--- config.mk ---
export PLATFORM = sky130hd
export DESIGN_NAME = dts_cfg_bank
export DESIGN_NICKNAME = d
export VERILOG_FILES = /design/src/inc/dts_pkg.sv /design/src/rtl/dts_cfg_bank.sv
export SDC_FILE = /design/constraint.sdc
export NUM_CORES = 1
export LEC_CHECK = 0
export ABC_CLOCK_PERIOD_IN_PS = 33300
export BUFFER_PORTS_ARGS = -buffer_cell sky130_fd_sc_hd__clkbuf_2
export CELL_PAD_IN_SITES_DETAIL_PLACEMENT = 1
export CELL_PAD_IN_SITES_GLOBAL_PLACEMENT = 1
export CORE_AREA = 3 3 267 269
export DETAILED_ROUTE_END_ITERATION = 12
export DIE_AREA = 0 0 270 272
export PLACE_DENSITY = 0.86
export SLEW_MARGIN = 20
export SYNTH_ARGS = -nofsm -noshare
export SYNTH_HDL_FRONTEND = slang
export SYNTH_SLANG_ARGS = --single-unit
--- constraint.sdc ---
create_clock -name sys_clk -period 33.3 [get_ports sys_clk]
set_input_delay 3.33 -clock sys_clk [delete_from_list [all_inputs] [get_ports sys_clk]]
set_output_delay 3.33 -clock sys_clk [all_outputs]
set_load 0.005 [all_outputs]
--- src/inc/dts_pkg.sv ---
package dts_pkg;
	// command codes
	localparam logic [7:0] DTS_CMD_TEMP_SLOPE = 8'hdc;
	localparam logic [7:0] DTS_CMD_GAP_TIME = 8'hdd;
	localparam logic [7:0] DTS_CMD_GAP_SETUP = 8'hde;
	localparam logic [7:0] DTS_CMD_RAIL_LINKS = 8'he0;
	localparam logic [7:0] DTS_CMD_FOLLOW = 8'he1;
	// values after reset
	localparam logic [7:0] DTS_RST_TEMP_SLOPE = 8'h00;
	localparam logic [15:0] DTS_RST_GAP_TIME = 16'h1018;
	localparam logic [15:0] DTS_RST_GAP_SETUP = 16'h8686;
	localparam logic [15:0] DTS_RST_RAIL_LINKS = 16'h0000;
	localparam logic [7:0] DTS_RST_FOLLOW = 8'h00;
	// writable bits; reserved bits read as zero
	localparam logic [15:0] DTS_MASK_RAIL_LINKS = 16'h9f9f;
	localparam logic [7:0] DTS_MASK_FOLLOW = 8'h87;
	// field positions
	localparam int DTS_TS_SRC_BIT = 7;
	localparam int DTS_TS_TC_MSB = 6;
	localparam int DTS_GS_HL_FREEZE = 15;
	localparam int DTS_GS_HL_MIN_LSB = 8;
	localparam int DTS_GS_LH_FREEZE = 7;
	localparam int DTS_GS_LH_MIN_LSB = 0;
	localparam int DTS_RL_PRE_EN = 15;
	localparam int DTS_RL_PRE_ID_LSB = 8;
	localparam int DTS_RL_SEQ_EN = 7;
	localparam int DTS_RL_SEQ_ID_LSB = 0;
	localparam int DTS_FM_TRACK_EN = 7;
	localparam int DTS_FM_HALF = 2;
	localparam int DTS_FM_CAP_REF = 1;
	localparam int DTS_FM_FALL_EARLY = 0;
	// arithmetic constants
	localparam logic signed [9:0] DTS_TEMP_REF_C = 10'sd25;
	localparam logic signed [35:0] DTS_TC_SCALE = 36'sd10000;
	localparam logic signed [9:0] DTS_MIN_STEP_NS = 10'sd2;
	localparam logic signed [9:0] DTS_GAP_LO_NS = -10'sd15;
	localparam logic signed [9:0] DTS_GAP_HI_NS = 10'sd60;
	localparam int DTS_SYNC_W = 19;
	typedef enum logic [1:0] {
		DTS_ST_OFF,
		DTS_ST_WAIT_PRE,
		DTS_ST_ON
	} dts_seq_state_t;
endpackage : dts_pkg

--- src/rtl/dts_cfg_bank.sv ---
`timescale 1ns/1ps
// Summary of operation
// - temp_slope_setup bit 7 zero selects internal temperature sensor.
// - bits 6:0 slope factor, resistance = gain*(1+factor*(T-25)), 100 ppm steps.
// - slope correction applied negatively to the sensed current gain.
// - switch_gap_time upper byte high-to-low signed ns, lower byte low-to-high.
// - positive gap separates drive on-times, negative gap overlaps them.
// - frozen mode uses written gap, kept between minimum and ceiling.
// - adaptive-to-frozen write holds the last gap in effect.
// - switch_gap_time resets to 16 ns and 24 ns, range -15..60 ns.
// - setup bit 15: zero adaptive, one frozen, high-to-low.
// - setup bits 14:8 high-to-low minimum, 2 ns steps.
// - setup bit 7: zero adaptive, one frozen, low-to-high.
// - setup bits 6:0 low-to-high minimum, 2 ns steps.
// - switch_gap_setup resets with adaptive disabled both ways.
// - prequel enabled: turn on after enable state and prequel power-good event.
// - sequel enabled: turn off once sequel power-down event arrives.
// - links word: 15 prequel enable, 12:8 id, 7 sequel enable, 4:0 id.
// - a written links word overrides strap sequencing.
// - links word resets to zero, strap links stay in effect until it is written.
// - follow bit 7 enables tracking, byte resets to zero.
// - follow bit 2: zero tracks 100 percent, one tracks 50 percent.
// - follow bit 1: zero caps at target, one caps at reference.
// - follow bit 0: one lets output track reference down before power-good.
// - each rail has a 5-bit event identifier matched against link fields.
module dts_cfg_bank
	import dts_pkg::*;
(
	input wire logic sys_clk,
	input wire logic resetn,
	input wire logic cmd_wr,
	input wire logic cmd_rd,
	input wire logic [7:0] cmd_code,
	input wire logic [15:0] cmd_wdata,
	output logic [15:0] cmd_rdata,
	output logic cmd_ack,
	output logic cmd_nak,
	input wire logic [4:0] rail_event_identifier,
	input wire logic evt_pg_in,
	input wire logic evt_pd_in,
	input wire logic [4:0] evt_id_in,
	input wire logic strap_prequel_en,
	input wire logic [4:0] strap_prequel_id,
	input wire logic strap_sequel_en,
	input wire logic [4:0] strap_sequel_id,
	input wire logic enable_state,
	input wire logic power_good,
	input wire logic signed [7:0] temp_internal,
	input wire logic signed [7:0] temp_external,
	input wire logic [15:0] current_sense_gain,
	input wire logic signed [7:0] adapt_hl_ns,
	input wire logic signed [7:0] adapt_lh_ns,
	input wire logic signed [7:0] switch_gap_ceiling_hl,
	input wire logic signed [7:0] switch_gap_ceiling_lh,
	output logic temp_ext_sel,
	output logic [15:0] sense_element_resistance,
	output logic [15:0] corrected_sense_gain,
	output logic signed [7:0] gap_hl_ns,
	output logic signed [7:0] gap_lh_ns,
	output logic overlap_hl,
	output logic overlap_lh,
	output logic output_on,
	output logic turn_off_req,
	output logic tx_pg_evt,
	output logic tx_pd_evt,
	output logic [4:0] tx_rail_id,
	output logic track_en,
	output logic track_half_ratio,
	output logic track_cap_ref,
	output logic track_fall_early
);

	function automatic logic signed [9:0] clamp_gap(input logic signed [9:0] v, input logic signed [9:0] lo,
			input logic signed [9:0] hi);
		logic signed [9:0] r;
		r = v;
		if (r > hi) begin
			r = hi;
		end
		// the minimum wins over a ceiling set below it
		if (r < lo) begin
			r = lo;
		end
		if (r > DTS_GAP_HI_NS) begin
			r = DTS_GAP_HI_NS;
		end
		if (r < DTS_GAP_LO_NS) begin
			r = DTS_GAP_LO_NS;
		end
		return r;
	endfunction : clamp_gap

	function automatic logic [15:0] sat16(input logic signed [35:0] v);
		logic [15:0] r;
		r = v[15:0];
		if (v < 36'sd0) begin
			r = 16'h0000;
		end else if (v > 36'sd65535) begin
			r = 16'hffff;
		end
		return r;
	endfunction : sat16

	logic [7:0] temp_slope_setup;
	logic [15:0] switch_gap_time;
	logic [15:0] switch_gap_setup;
	logic [15:0] rail_order_links;
	logic [7:0] follow_mode_setup;
	logic links_written;

	// command decode
	wire hit_ts = cmd_code == DTS_CMD_TEMP_SLOPE;
	wire hit_gt = cmd_code == DTS_CMD_GAP_TIME;
	wire hit_gs = cmd_code == DTS_CMD_GAP_SETUP;
	wire hit_rl = cmd_code == DTS_CMD_RAIL_LINKS;
	wire hit_fm = cmd_code == DTS_CMD_FOLLOW;
	wire cmd_hit = hit_ts | hit_gt | hit_gs | hit_rl | hit_fm;
	wire wr_ts = cmd_wr & hit_ts;
	wire wr_gt = cmd_wr & hit_gt;
	wire wr_gs = cmd_wr & hit_gs;
	wire wr_rl = cmd_wr & hit_rl;
	wire wr_fm = cmd_wr & hit_fm;
	wire [15:0] rd_mux = hit_ts ? {8'h00, temp_slope_setup} :
		hit_gt ? switch_gap_time :
		hit_gs ? switch_gap_setup :
		hit_rl ? rail_order_links :
		hit_fm ? {8'h00, follow_mode_setup} : 16'h0000;

	// pin inputs: three stages, a bit changes once stages two and three agree
	wire [DTS_SYNC_W-1:0] pin_raw = {evt_pg_in, evt_pd_in, evt_id_in, strap_prequel_en, strap_prequel_id,
		strap_sequel_en, strap_sequel_id};
	wire [DTS_SYNC_W-1:0] pin_filt;
	genvar gi;
	generate
		for (gi = 0; gi < DTS_SYNC_W; gi++) begin : g_sync
			logic s1, s2, s3, sf;
			always_ff @(posedge sys_clk) begin
				if (!resetn) begin
					s1 <= 1'b0;
					s2 <= 1'b0;
					s3 <= 1'b0;
					sf <= 1'b0;
				end else begin
					s1 <= pin_raw[gi];
					s2 <= s1;
					s3 <= s2;
					if (s2 == s3) begin
						sf <= s3;
					end
				end
			end
			assign pin_filt[gi] = sf;
		end
	endgenerate

	wire f_pg = pin_filt[18];
	wire f_pd = pin_filt[17];
	wire [4:0] f_evt_id = pin_filt[16:12];
	logic f_pg_d, f_pd_d;
	wire rx_pg = f_pg & ~f_pg_d;
	wire rx_pd = f_pd & ~f_pd_d;

	// effective links: strap until software writes the links word
	// strap enables are pins too, so only their filtered copies are used
	wire [15:0] strap_links = {pin_filt[11], 2'b00, pin_filt[10:6], pin_filt[5], 2'b00, pin_filt[4:0]};
	wire [15:0] eff_links = links_written ? rail_order_links : strap_links;
	wire pre_en = eff_links[DTS_RL_PRE_EN];
	wire [4:0] pre_id = eff_links[DTS_RL_PRE_ID_LSB +: 5];
	wire seq_en = eff_links[DTS_RL_SEQ_EN];
	wire [4:0] seq_id = eff_links[DTS_RL_SEQ_ID_LSB +: 5];
	wire pre_pg_hit = rx_pg & (f_evt_id == pre_id);
	wire pre_pd_hit = rx_pd & (f_evt_id == pre_id);
	wire seq_pd_hit = rx_pd & (f_evt_id == seq_id);
	wire seq_pg_hit = rx_pg & (f_evt_id == seq_id);
	logic prequel_good, sequel_down;

	// dead time selection
	wire hl_frozen = switch_gap_setup[DTS_GS_HL_FREEZE];
	wire lh_frozen = switch_gap_setup[DTS_GS_LH_FREEZE];
	wire signed [9:0] hl_min = DTS_MIN_STEP_NS * $signed({3'b000, switch_gap_setup[DTS_GS_HL_MIN_LSB +: 7]});
	wire signed [9:0] lh_min = DTS_MIN_STEP_NS * $signed({3'b000, switch_gap_setup[DTS_GS_LH_MIN_LSB +: 7]});
	wire signed [9:0] hl_src = hl_frozen ? 10'(signed'(switch_gap_time[15:8])) : 10'(adapt_hl_ns);
	wire signed [9:0] lh_src = lh_frozen ? 10'(signed'(switch_gap_time[7:0])) : 10'(adapt_lh_ns);
	wire signed [9:0] next_gap_hl = clamp_gap(hl_src, hl_min, 10'(switch_gap_ceiling_hl));
	wire signed [9:0] next_gap_lh = clamp_gap(lh_src, lh_min, 10'(switch_gap_ceiling_lh));
	// adaptive to frozen on this write: the live gap is captured into the time word
	wire hl_freeze_now = wr_gs & cmd_wdata[DTS_GS_HL_FREEZE] & ~hl_frozen;
	wire lh_freeze_now = wr_gs & cmd_wdata[DTS_GS_LH_FREEZE] & ~lh_frozen;

	// temperature correction
	wire signed [7:0] temp_sel = temp_slope_setup[DTS_TS_SRC_BIT] ? temp_external : temp_internal;
	wire signed [9:0] temp_delta = 10'(temp_sel) - DTS_TEMP_REF_C;
	wire signed [35:0] slope_prod = $signed({20'h00000, current_sense_gain}) *
		$signed({29'h0, temp_slope_setup[DTS_TS_TC_MSB:0]}) * 36'(temp_delta);
	wire signed [35:0] slope_delta = slope_prod / DTS_TC_SCALE;
	wire signed [35:0] gain_wide = $signed({20'h00000, current_sense_gain});

	dts_seq_state_t seq_state, next_seq_state;
	// a powered-down sequel keeps this rail off, otherwise it would turn on and off again
	wire want_on = enable_state & (~pre_en | prequel_good) & ~(seq_en & sequel_down);
	wire must_off = ~enable_state | (seq_en & sequel_down);
	always_comb begin
		next_seq_state = seq_state;
		case (seq_state)
			DTS_ST_OFF: begin
				if (enable_state) begin
					next_seq_state = DTS_ST_WAIT_PRE;
				end
			end
			DTS_ST_WAIT_PRE: begin
				if (!enable_state) begin
					next_seq_state = DTS_ST_OFF;
				end else if (want_on) begin
					next_seq_state = DTS_ST_ON;
				end
			end
			DTS_ST_ON: begin
				if (must_off) begin
					next_seq_state = DTS_ST_OFF;
				end
			end
			default: next_seq_state = DTS_ST_OFF;
		endcase
	end

	// register file
	always_ff @(posedge sys_clk) begin
		if (!resetn) begin
			temp_slope_setup <= DTS_RST_TEMP_SLOPE;
			switch_gap_time <= DTS_RST_GAP_TIME;
			switch_gap_setup <= DTS_RST_GAP_SETUP;
			rail_order_links <= DTS_RST_RAIL_LINKS;
			follow_mode_setup <= DTS_RST_FOLLOW;
			links_written <= 1'b0;
		end else begin
			if (wr_ts) begin
				temp_slope_setup <= cmd_wdata[7:0];
			end
			if (wr_gt) begin
				switch_gap_time <= cmd_wdata;
			end else begin
				if (hl_freeze_now) begin
					switch_gap_time[15:8] <= gap_hl_ns;
				end
				if (lh_freeze_now) begin
					switch_gap_time[7:0] <= gap_lh_ns;
				end
			end
			if (wr_gs) begin
				switch_gap_setup <= cmd_wdata;
			end
			if (wr_rl) begin
				rail_order_links <= cmd_wdata & DTS_MASK_RAIL_LINKS;
				links_written <= 1'b1;
			end
			if (wr_fm) begin
				follow_mode_setup <= cmd_wdata[7:0] & DTS_MASK_FOLLOW;
			end
		end
	end

	// command answer, one cycle after the request
	always_ff @(posedge sys_clk) begin
		if (!resetn) begin
			cmd_rdata <= 16'h0000;
			cmd_ack <= 1'b0;
			cmd_nak <= 1'b0;
		end else begin
			cmd_ack <= (cmd_wr | cmd_rd) & cmd_hit;
			cmd_nak <= (cmd_wr | cmd_rd) & ~cmd_hit;
			if (cmd_rd) begin
				cmd_rdata <= rd_mux;
			end
		end
	end

	// event tracking; a new event beats the clearing one
	always_ff @(posedge sys_clk) begin
		if (!resetn) begin
			f_pg_d <= 1'b0;
			f_pd_d <= 1'b0;
			prequel_good <= 1'b0;
			sequel_down <= 1'b0;
		end else begin
			f_pg_d <= f_pg;
			f_pd_d <= f_pd;
			if (pre_pg_hit) begin
				prequel_good <= 1'b1;
			end else if (pre_pd_hit | wr_rl) begin
				// a rewritten links word forgets what the old partners reported
				prequel_good <= 1'b0;
			end
			if (seq_pd_hit) begin
				sequel_down <= 1'b1;
			end else if (seq_pg_hit | wr_rl) begin
				sequel_down <= 1'b0;
			end
		end
	end

	logic pg_d;
	always_ff @(posedge sys_clk) begin
		if (!resetn) begin
			seq_state <= DTS_ST_OFF;
			output_on <= 1'b0;
			turn_off_req <= 1'b0;
			tx_pg_evt <= 1'b0;
			tx_pd_evt <= 1'b0;
			tx_rail_id <= 5'h00;
			pg_d <= 1'b0;
		end else begin
			seq_state <= next_seq_state;
			output_on <= next_seq_state == DTS_ST_ON;
			// the shutdown delays live in the ramp logic downstream
			turn_off_req <= (seq_state == DTS_ST_ON) & must_off;
			pg_d <= power_good;
			tx_pg_evt <= power_good & ~pg_d;
			tx_pd_evt <= (seq_state == DTS_ST_ON) & must_off;
			tx_rail_id <= rail_event_identifier;
		end
	end

	// datapath outputs
	always_ff @(posedge sys_clk) begin
		if (!resetn) begin
			gap_hl_ns <= 8'sh00;
			gap_lh_ns <= 8'sh00;
			overlap_hl <= 1'b0;
			overlap_lh <= 1'b0;
			temp_ext_sel <= 1'b0;
			sense_element_resistance <= 16'h0000;
			corrected_sense_gain <= 16'h0000;
			track_en <= 1'b0;
			track_half_ratio <= 1'b0;
			track_cap_ref <= 1'b0;
			track_fall_early <= 1'b0;
		end else begin
			gap_hl_ns <= next_gap_hl[7:0];
			gap_lh_ns <= next_gap_lh[7:0];
			overlap_hl <= next_gap_hl < 10'sd0;
			overlap_lh <= next_gap_lh < 10'sd0;
			temp_ext_sel <= temp_slope_setup[DTS_TS_SRC_BIT];
			sense_element_resistance <= sat16(gain_wide + slope_delta);
			corrected_sense_gain <= sat16(gain_wide - slope_delta);
			track_en <= follow_mode_setup[DTS_FM_TRACK_EN];
			track_half_ratio <= follow_mode_setup[DTS_FM_HALF];
			track_cap_ref <= follow_mode_setup[DTS_FM_CAP_REF];
			track_fall_early <= follow_mode_setup[DTS_FM_FALL_EARLY];
		end
	end
endmodule : dts_cfg_bank

Word-level counts from Yosys, hierarchy flattened

Index checks and enable logic that the tools add are counted.

Memories: 0
ROM bits: 0
Logic and storage cells: 235
Register bits after elaboration: 221
RAM bits: 0
Input port bits: 118
Latch bits: 0
Output and inout port bits: 82

Div/mod/pow operators: 1
Magnitude comparators: 14
Mux-type cells: 31
Shifts and indexed selects: 0
Reduce and logical (&&, ||, !) cells: 7
Add/subtract/negate cells: 3
Multiply operators: 2
Bitwise gates (word level): 41
Equal/unequal tests: 29

Operator list:

| operator                 | number |
|---|---|
| $mux W16                 | 8 |
| $mux W10                 | 10 |
| $gt A36 B17 Y1 const B   | 2 |
| $lt A36 B1 Y1 const B    | 2 |
| $eq A8 B8 Y1 const B     | 5 |
| $add A17 B36 Y36         | 1 |
| $div A36 B15 Y36 const B | 1 |
| $sub A17 B36 Y36         | 1 |
| $mul A24 B9 Y33          | 1 |
| $mux W8                  | 4 |
| $mul A16 B7 Y23          | 1 |
| $and A1 B1 Y1            | 22 |
| $gt A10 B7 Y1 const B    | 2 |
| $gt A10 B8 Y1            | 2 |
| $lt A10 B1 Y1 const B    | 2 |
| $lt A10 B5 Y1 const B    | 2 |
| $lt A10 B9 Y1            | 2 |
| $eq A1 B1 Y1             | 19 |
| $eq A5 B5 Y1             | 2 |
| $not A1 Y1               | 10 |
| $or A1 B1 Y1             | 9 |
| $sub A8 B6 Y9 const B    | 1 |
| $mux W2                  | 4 |
| $reduce_bool A2 Y1       | 4 |
| other kinds (6)          | 11 |

Depth between registers and ports, before layout

Depth in word-level cells: 10
Depth in mapped cells: 147
Mapped depth without buffers: 134

Worst setup path before layout

Ideal clock, no wire load.

Path type: input port to flip-flop
Start: input port current_sense_gain[0]
End: register sense_element_resistance[10]
Setup time: 0.143 ns
Stages: 134
Buffers on the path: 7
Required time: 33.157 ns
Setup slack: -0.333 ns
Arrival time: 33.490 ns
Cell sequence: clkbuf_1 > nand2_1 > fa_1 > fa_1 > inv_1 > fa_1 > inv_1 > fa_1 > inv_1 > ha_1 > a21oi_1 > o21bai_1 > a21oi_1 > o21bai_1 > a21oi_1 > o21bai_1 > a21oi_1 > o21bai_1 > [... 98 more ...] > a21oi_1 > o21bai_1 > a21oi_1 > o21bai_1 > a21oi_1 > o21bai_1 > a21oi_1 > o21bai_1 > a21oi_1 > o21bai_1 > a21oi_1 > o21bai_1 > a21oi_1 > nor2_1 > a311o_1 > a222oi_1 > buf_6 > a21oi_2

Cells in the longest elaborated chain, start to end: 6
Elaborated cells between the ends (all ways): 8
Those cells by class: add/sub (1); mul (2); div (1); order compare (2); mux (1); reduce/logical (1)

RTL lines:

| what                                            | line                                   | text |
|---|---|---|
| start, declared                                 | dts_cfg_bank.sv:50                     | `input wire logic [15:0] current_sense_gain,` |
| $mul A16 B7 Y23                                 | dts_cfg_bank.sv:193                    | `wire signed [35:0] slope_prod = $signed({20'h00000, current_sense_gain}) *` |
| $mul A24 B9 Y33                                 | dts_cfg_bank.sv:194                    | `$signed({29'h0, temp_slope_setup[DTS_TS_TC_MSB:0]}) * 36'(temp_delta);` |
| $div A36 B15 Y36                                | dts_cfg_bank.sv:195                    | `wire signed [35:0] slope_delta = slope_prod / DTS_TC_SCALE;` |
| $add A17 B36 Y36 *                              | dts_cfg_bank.sv:343                    | `sense_element_resistance <= sat16(gain_wide + slope_delta);` |
| $gt A36 B17 Y1 or $lt A36 B1 Y1 (tied branches) | dts_cfg_bank.sv:98, dts_cfg_bank.sv:96 |  |
| $mux W16 or $reduce_or A2 Y1 (tied branches)    | n/a                                    |  |
| end signal, assigned                            | dts_cfg_bank.sv:343                    |  |
| end, declared                                   | dts_cfg_bank.sv:56                     | `output logic [15:0] sense_element_resistance,` |

Every way passes the cells marked *; elsewhere a longest branch is shown, timed or not.
A chain may end at the register's enable or synchronous reset.

Final worst setup path

Start: input port current_sense_gain[1]
End: register sense_element_resistance[15]

The elaborated chain is that of the path after synthesis.

==> impl_metrics.toml <==
[min_path]
min_delay_worst_endpoint = "tx_pg_evt"
hold_class = "register to register"
min_path_cells = 1
holdCritStartpoint = "pg_d"

[synthesis]
yosysUniqueCellTypes = 143
synthDominantCellAreaShare = 0.1496
synth-edff-count = 0
synth_fp_nets = 4152
netlist_instances = 3624
ys_warn_count = 0
ys_async_sr_fraction = 0
synth-seq-area-share = 0.1496
synth_area_leader_cell = "dfxtp_1"
synth_ff_type = "dfxtp_1"
synth_area_per_cell_um2 = 8.158
synth_area_um2 = 29560
ys_seq_elements = 221
synthTopCellsByArea = "dfxtp_1 (15%), fa_1 (15%), ha_1 (8.1%), xnor2_1 (5.1%), nand2_1 (4.6%)"

[floorplanning]
ios = 200
start_util = 0.4296
core_um2 = 68830
die_h_um = 272
die_x_um = 270
die_area_um2 = 73440
core.rowCount = 96

[grt]
grtUsageTotal = 0.3629
grt_pass1_vias = 36690
grt_pass1_wl_um = 211100
antenna_found_initial = 16
grt.overflow.total = 0
grt_max_degree = 116

[cts]
clk_pin_slew_worst_paths_ns = 0.08
ctsHoldBuffers = 0
cts-root-buf = "clkbuf_16"
cts_tree = "yes"
clk_latency_ns = 0.59
cts_buffer_depth = 3
cts_sinks = 221
numCtsBuffers = 23
htreeDepth = 1

[cells_and_area]
fin_nets = 5003
layout_commonest_cell = "buf_4"
syn_to_final_growth_pct = 37.08
fillers = 7962
final-instance-count-excl-fill = 5432
most-common-layout-cells = "buf_4 (732), nand2_1 (350), inv_1 (303)"
drive_above_1_share = 0.3491

[route]
ant_nets = 0
wl_per_cell_um = 33.45
wl_um = 181700
firstDrtPassIters = 9
vias = 37430
drc_errors = 0
drt_iter0_drc = 4556
vias_per_cell = 6.890

[placement]
portBuffers = 199
hpwl_um = 97340
place.gp.congestion = 0.9620
dp.cells = 5253

[critical_path]
reg2reg_from = "temp_slope_setup[6]"
rrSetupSlack_ns = -2.36
r2r_cells = 143
start_kind = "input pin"
cp_max_fo = 23
worstPathArrival_ns = 38.13
cp_slowest_cell = "nor4_1"
cp.depth = 148
crit_family = "compound AO/OA/AOI/OAI gates"
slowest_delay_ns = 1.27
cp_common_cell = "buf_4"
endpoint_kind = "register"
timing.rr.end = "sense_element_resistance[15]"
worst_ep_required_time_ns = 33.76
worstSetupPathType = "input pin to register"
critical_path_buf_inv_count = 29

[timing]
setup_viol = 32
drv_slew = 2
hold_violations = 0
relSlewSlack = -0.03845
period_needed_ns = 37.67
grt_setup_unrepaired = "true"
clock-skew-final_ns = 0.05497
max_freq_ghz = 0.02655
setup_slack_ns = -4.371
tightest_slew_ns = 1.543
period_share = 1.131

[outcome]
run_status = "finished, violations left"
violations = "capacitance limit, slew limit, setup timing"

[job]
cap_violations = 1
-- sequential cells by signal, summed over array words and instances (netlist names), 8 cells and up --
name,flops
switch_gap_setup,16
sense_element_resistance,16
corrected_sense_gain,16
g_sync.s3,19
rail_order_links,12
g_sync.sf,17
g_sync.s2,19
switch_gap_time,16
cmd_rdata,16
temp_slope_setup,8
g_sync.s1,19
gap_lh_ns,8
gap_hl_ns,8
-- cells in the mapped netlist, drive strengths merged (9+ instances only) --
master / instances
nand2: 360
inv: 315
nor2: 306
a21oi: 244
dfxtp: 221
fa: 219
ha: 191
xnor2: 183
and2: 179
o21ai: 145
clkbuf: 87
mux2i: 80
xor2: 78
nand3: 75
a21boi: 60
nor3: 60
nand2b: 48
buf: 47
o211ai: 47
o21bai: 46
nor2b: 40
a211oi: 39
nand4: 37
a21o: 36
a31oi: 35
o211a: 32
mux2: 31
o21a: 31
or2: 29
and3: 26
o31ai: 22
nor4: 21
o31a: 15
nor3b: 14
o2111ai: 14
o22ai: 13
a22oi: 12
or3: 12
a221oi: 10
a31o: 9
-- worst max-delay path by stage --
stage	start	endpoint	slack (ns)
6_report	current_sense_gain[1]	sense_element_resistance[15]	-4.37
5_1_grt	current_sense_gain[1]	sense_element_resistance[15]	-4.99
4_1_cts	current_sense_gain[1]	sense_element_resistance[6]	0.02
3_5_place_dp	current_sense_gain[2]	sense_element_resistance[4]	-1.67
3_3_place_gp	current_sense_gain[2]	sense_element_resistance[4]	-0.32
2_1_floorplan	current_sense_gain[0]	sense_element_resistance[10]	0.01
-- cell families (layout without fill, tap and decap cells) --
family | Yosys count | after routing | synth area share
xor+xnor | 261 | 262 | 0.08049
fa+ha+maj | 415 | 415 | 0.2308
other cells | 0 | 9 | 0
compound gates | 910 | 911 | 0.2243
flops | 221 | 221 | 0.1496
simple gates | 1255 | 1255 | 0.2133
mux | 111 | 111 | 0.03902
buf+inv | 451 | 1317 | 0.06251
-- layer usage --
layer  track usage  routed length (um)  vias to the layer above
met2        0.6436               79390                     3406
met4        0.2586               23010                       14
met1        0.3835               56730                    17930
li1              -                   -                    14300
met3       0.07664               22310                     1782
met5             0                 246                        -
-- layout make-up --
cell class                 count  area, um2  area share
antenna                        9      22.52   0.0005557
clock buffer                  28      624.3     0.01541
clock inverter                14      191.4    0.004724
inverter                     316       1195     0.02948
multi-input combinational   2954      26020      0.6421
sequential                   221       4424      0.1092
tap                          931       1165     0.02874
timing repair buffer         959       6882      0.1698
-- per-stage QoR --
stage                     hold slack [ns]  cell area (um2)    util  worst slack (ns)  setup TNS (ns)
after floorplan                    0.3674            29610       -           0.01164               0
after global placement             0.3739            35920  0.5219           -0.3153          -5.518
after detailed placement           0.4022            35920  0.5219            -1.674          -48.09
after CTS                          0.4056            37500  0.5448           0.02172               0
after global routing               0.4104            40510  0.5886            -4.994         -148.49
final                              0.4046            40530  0.5888            -4.371         -128.11
-- timing repair --
action | CTS | global route
setup buffers | 24 | 104
pin swaps | 47 | 231
endpoints found under the setup margin | 32 | 32
gates resized for setup | 124 | 454
gates cloned | 2 | 2
Power is not shown: default switching activity piles up to over one toggle a cycle in this logic, so the estimate is an artifact.
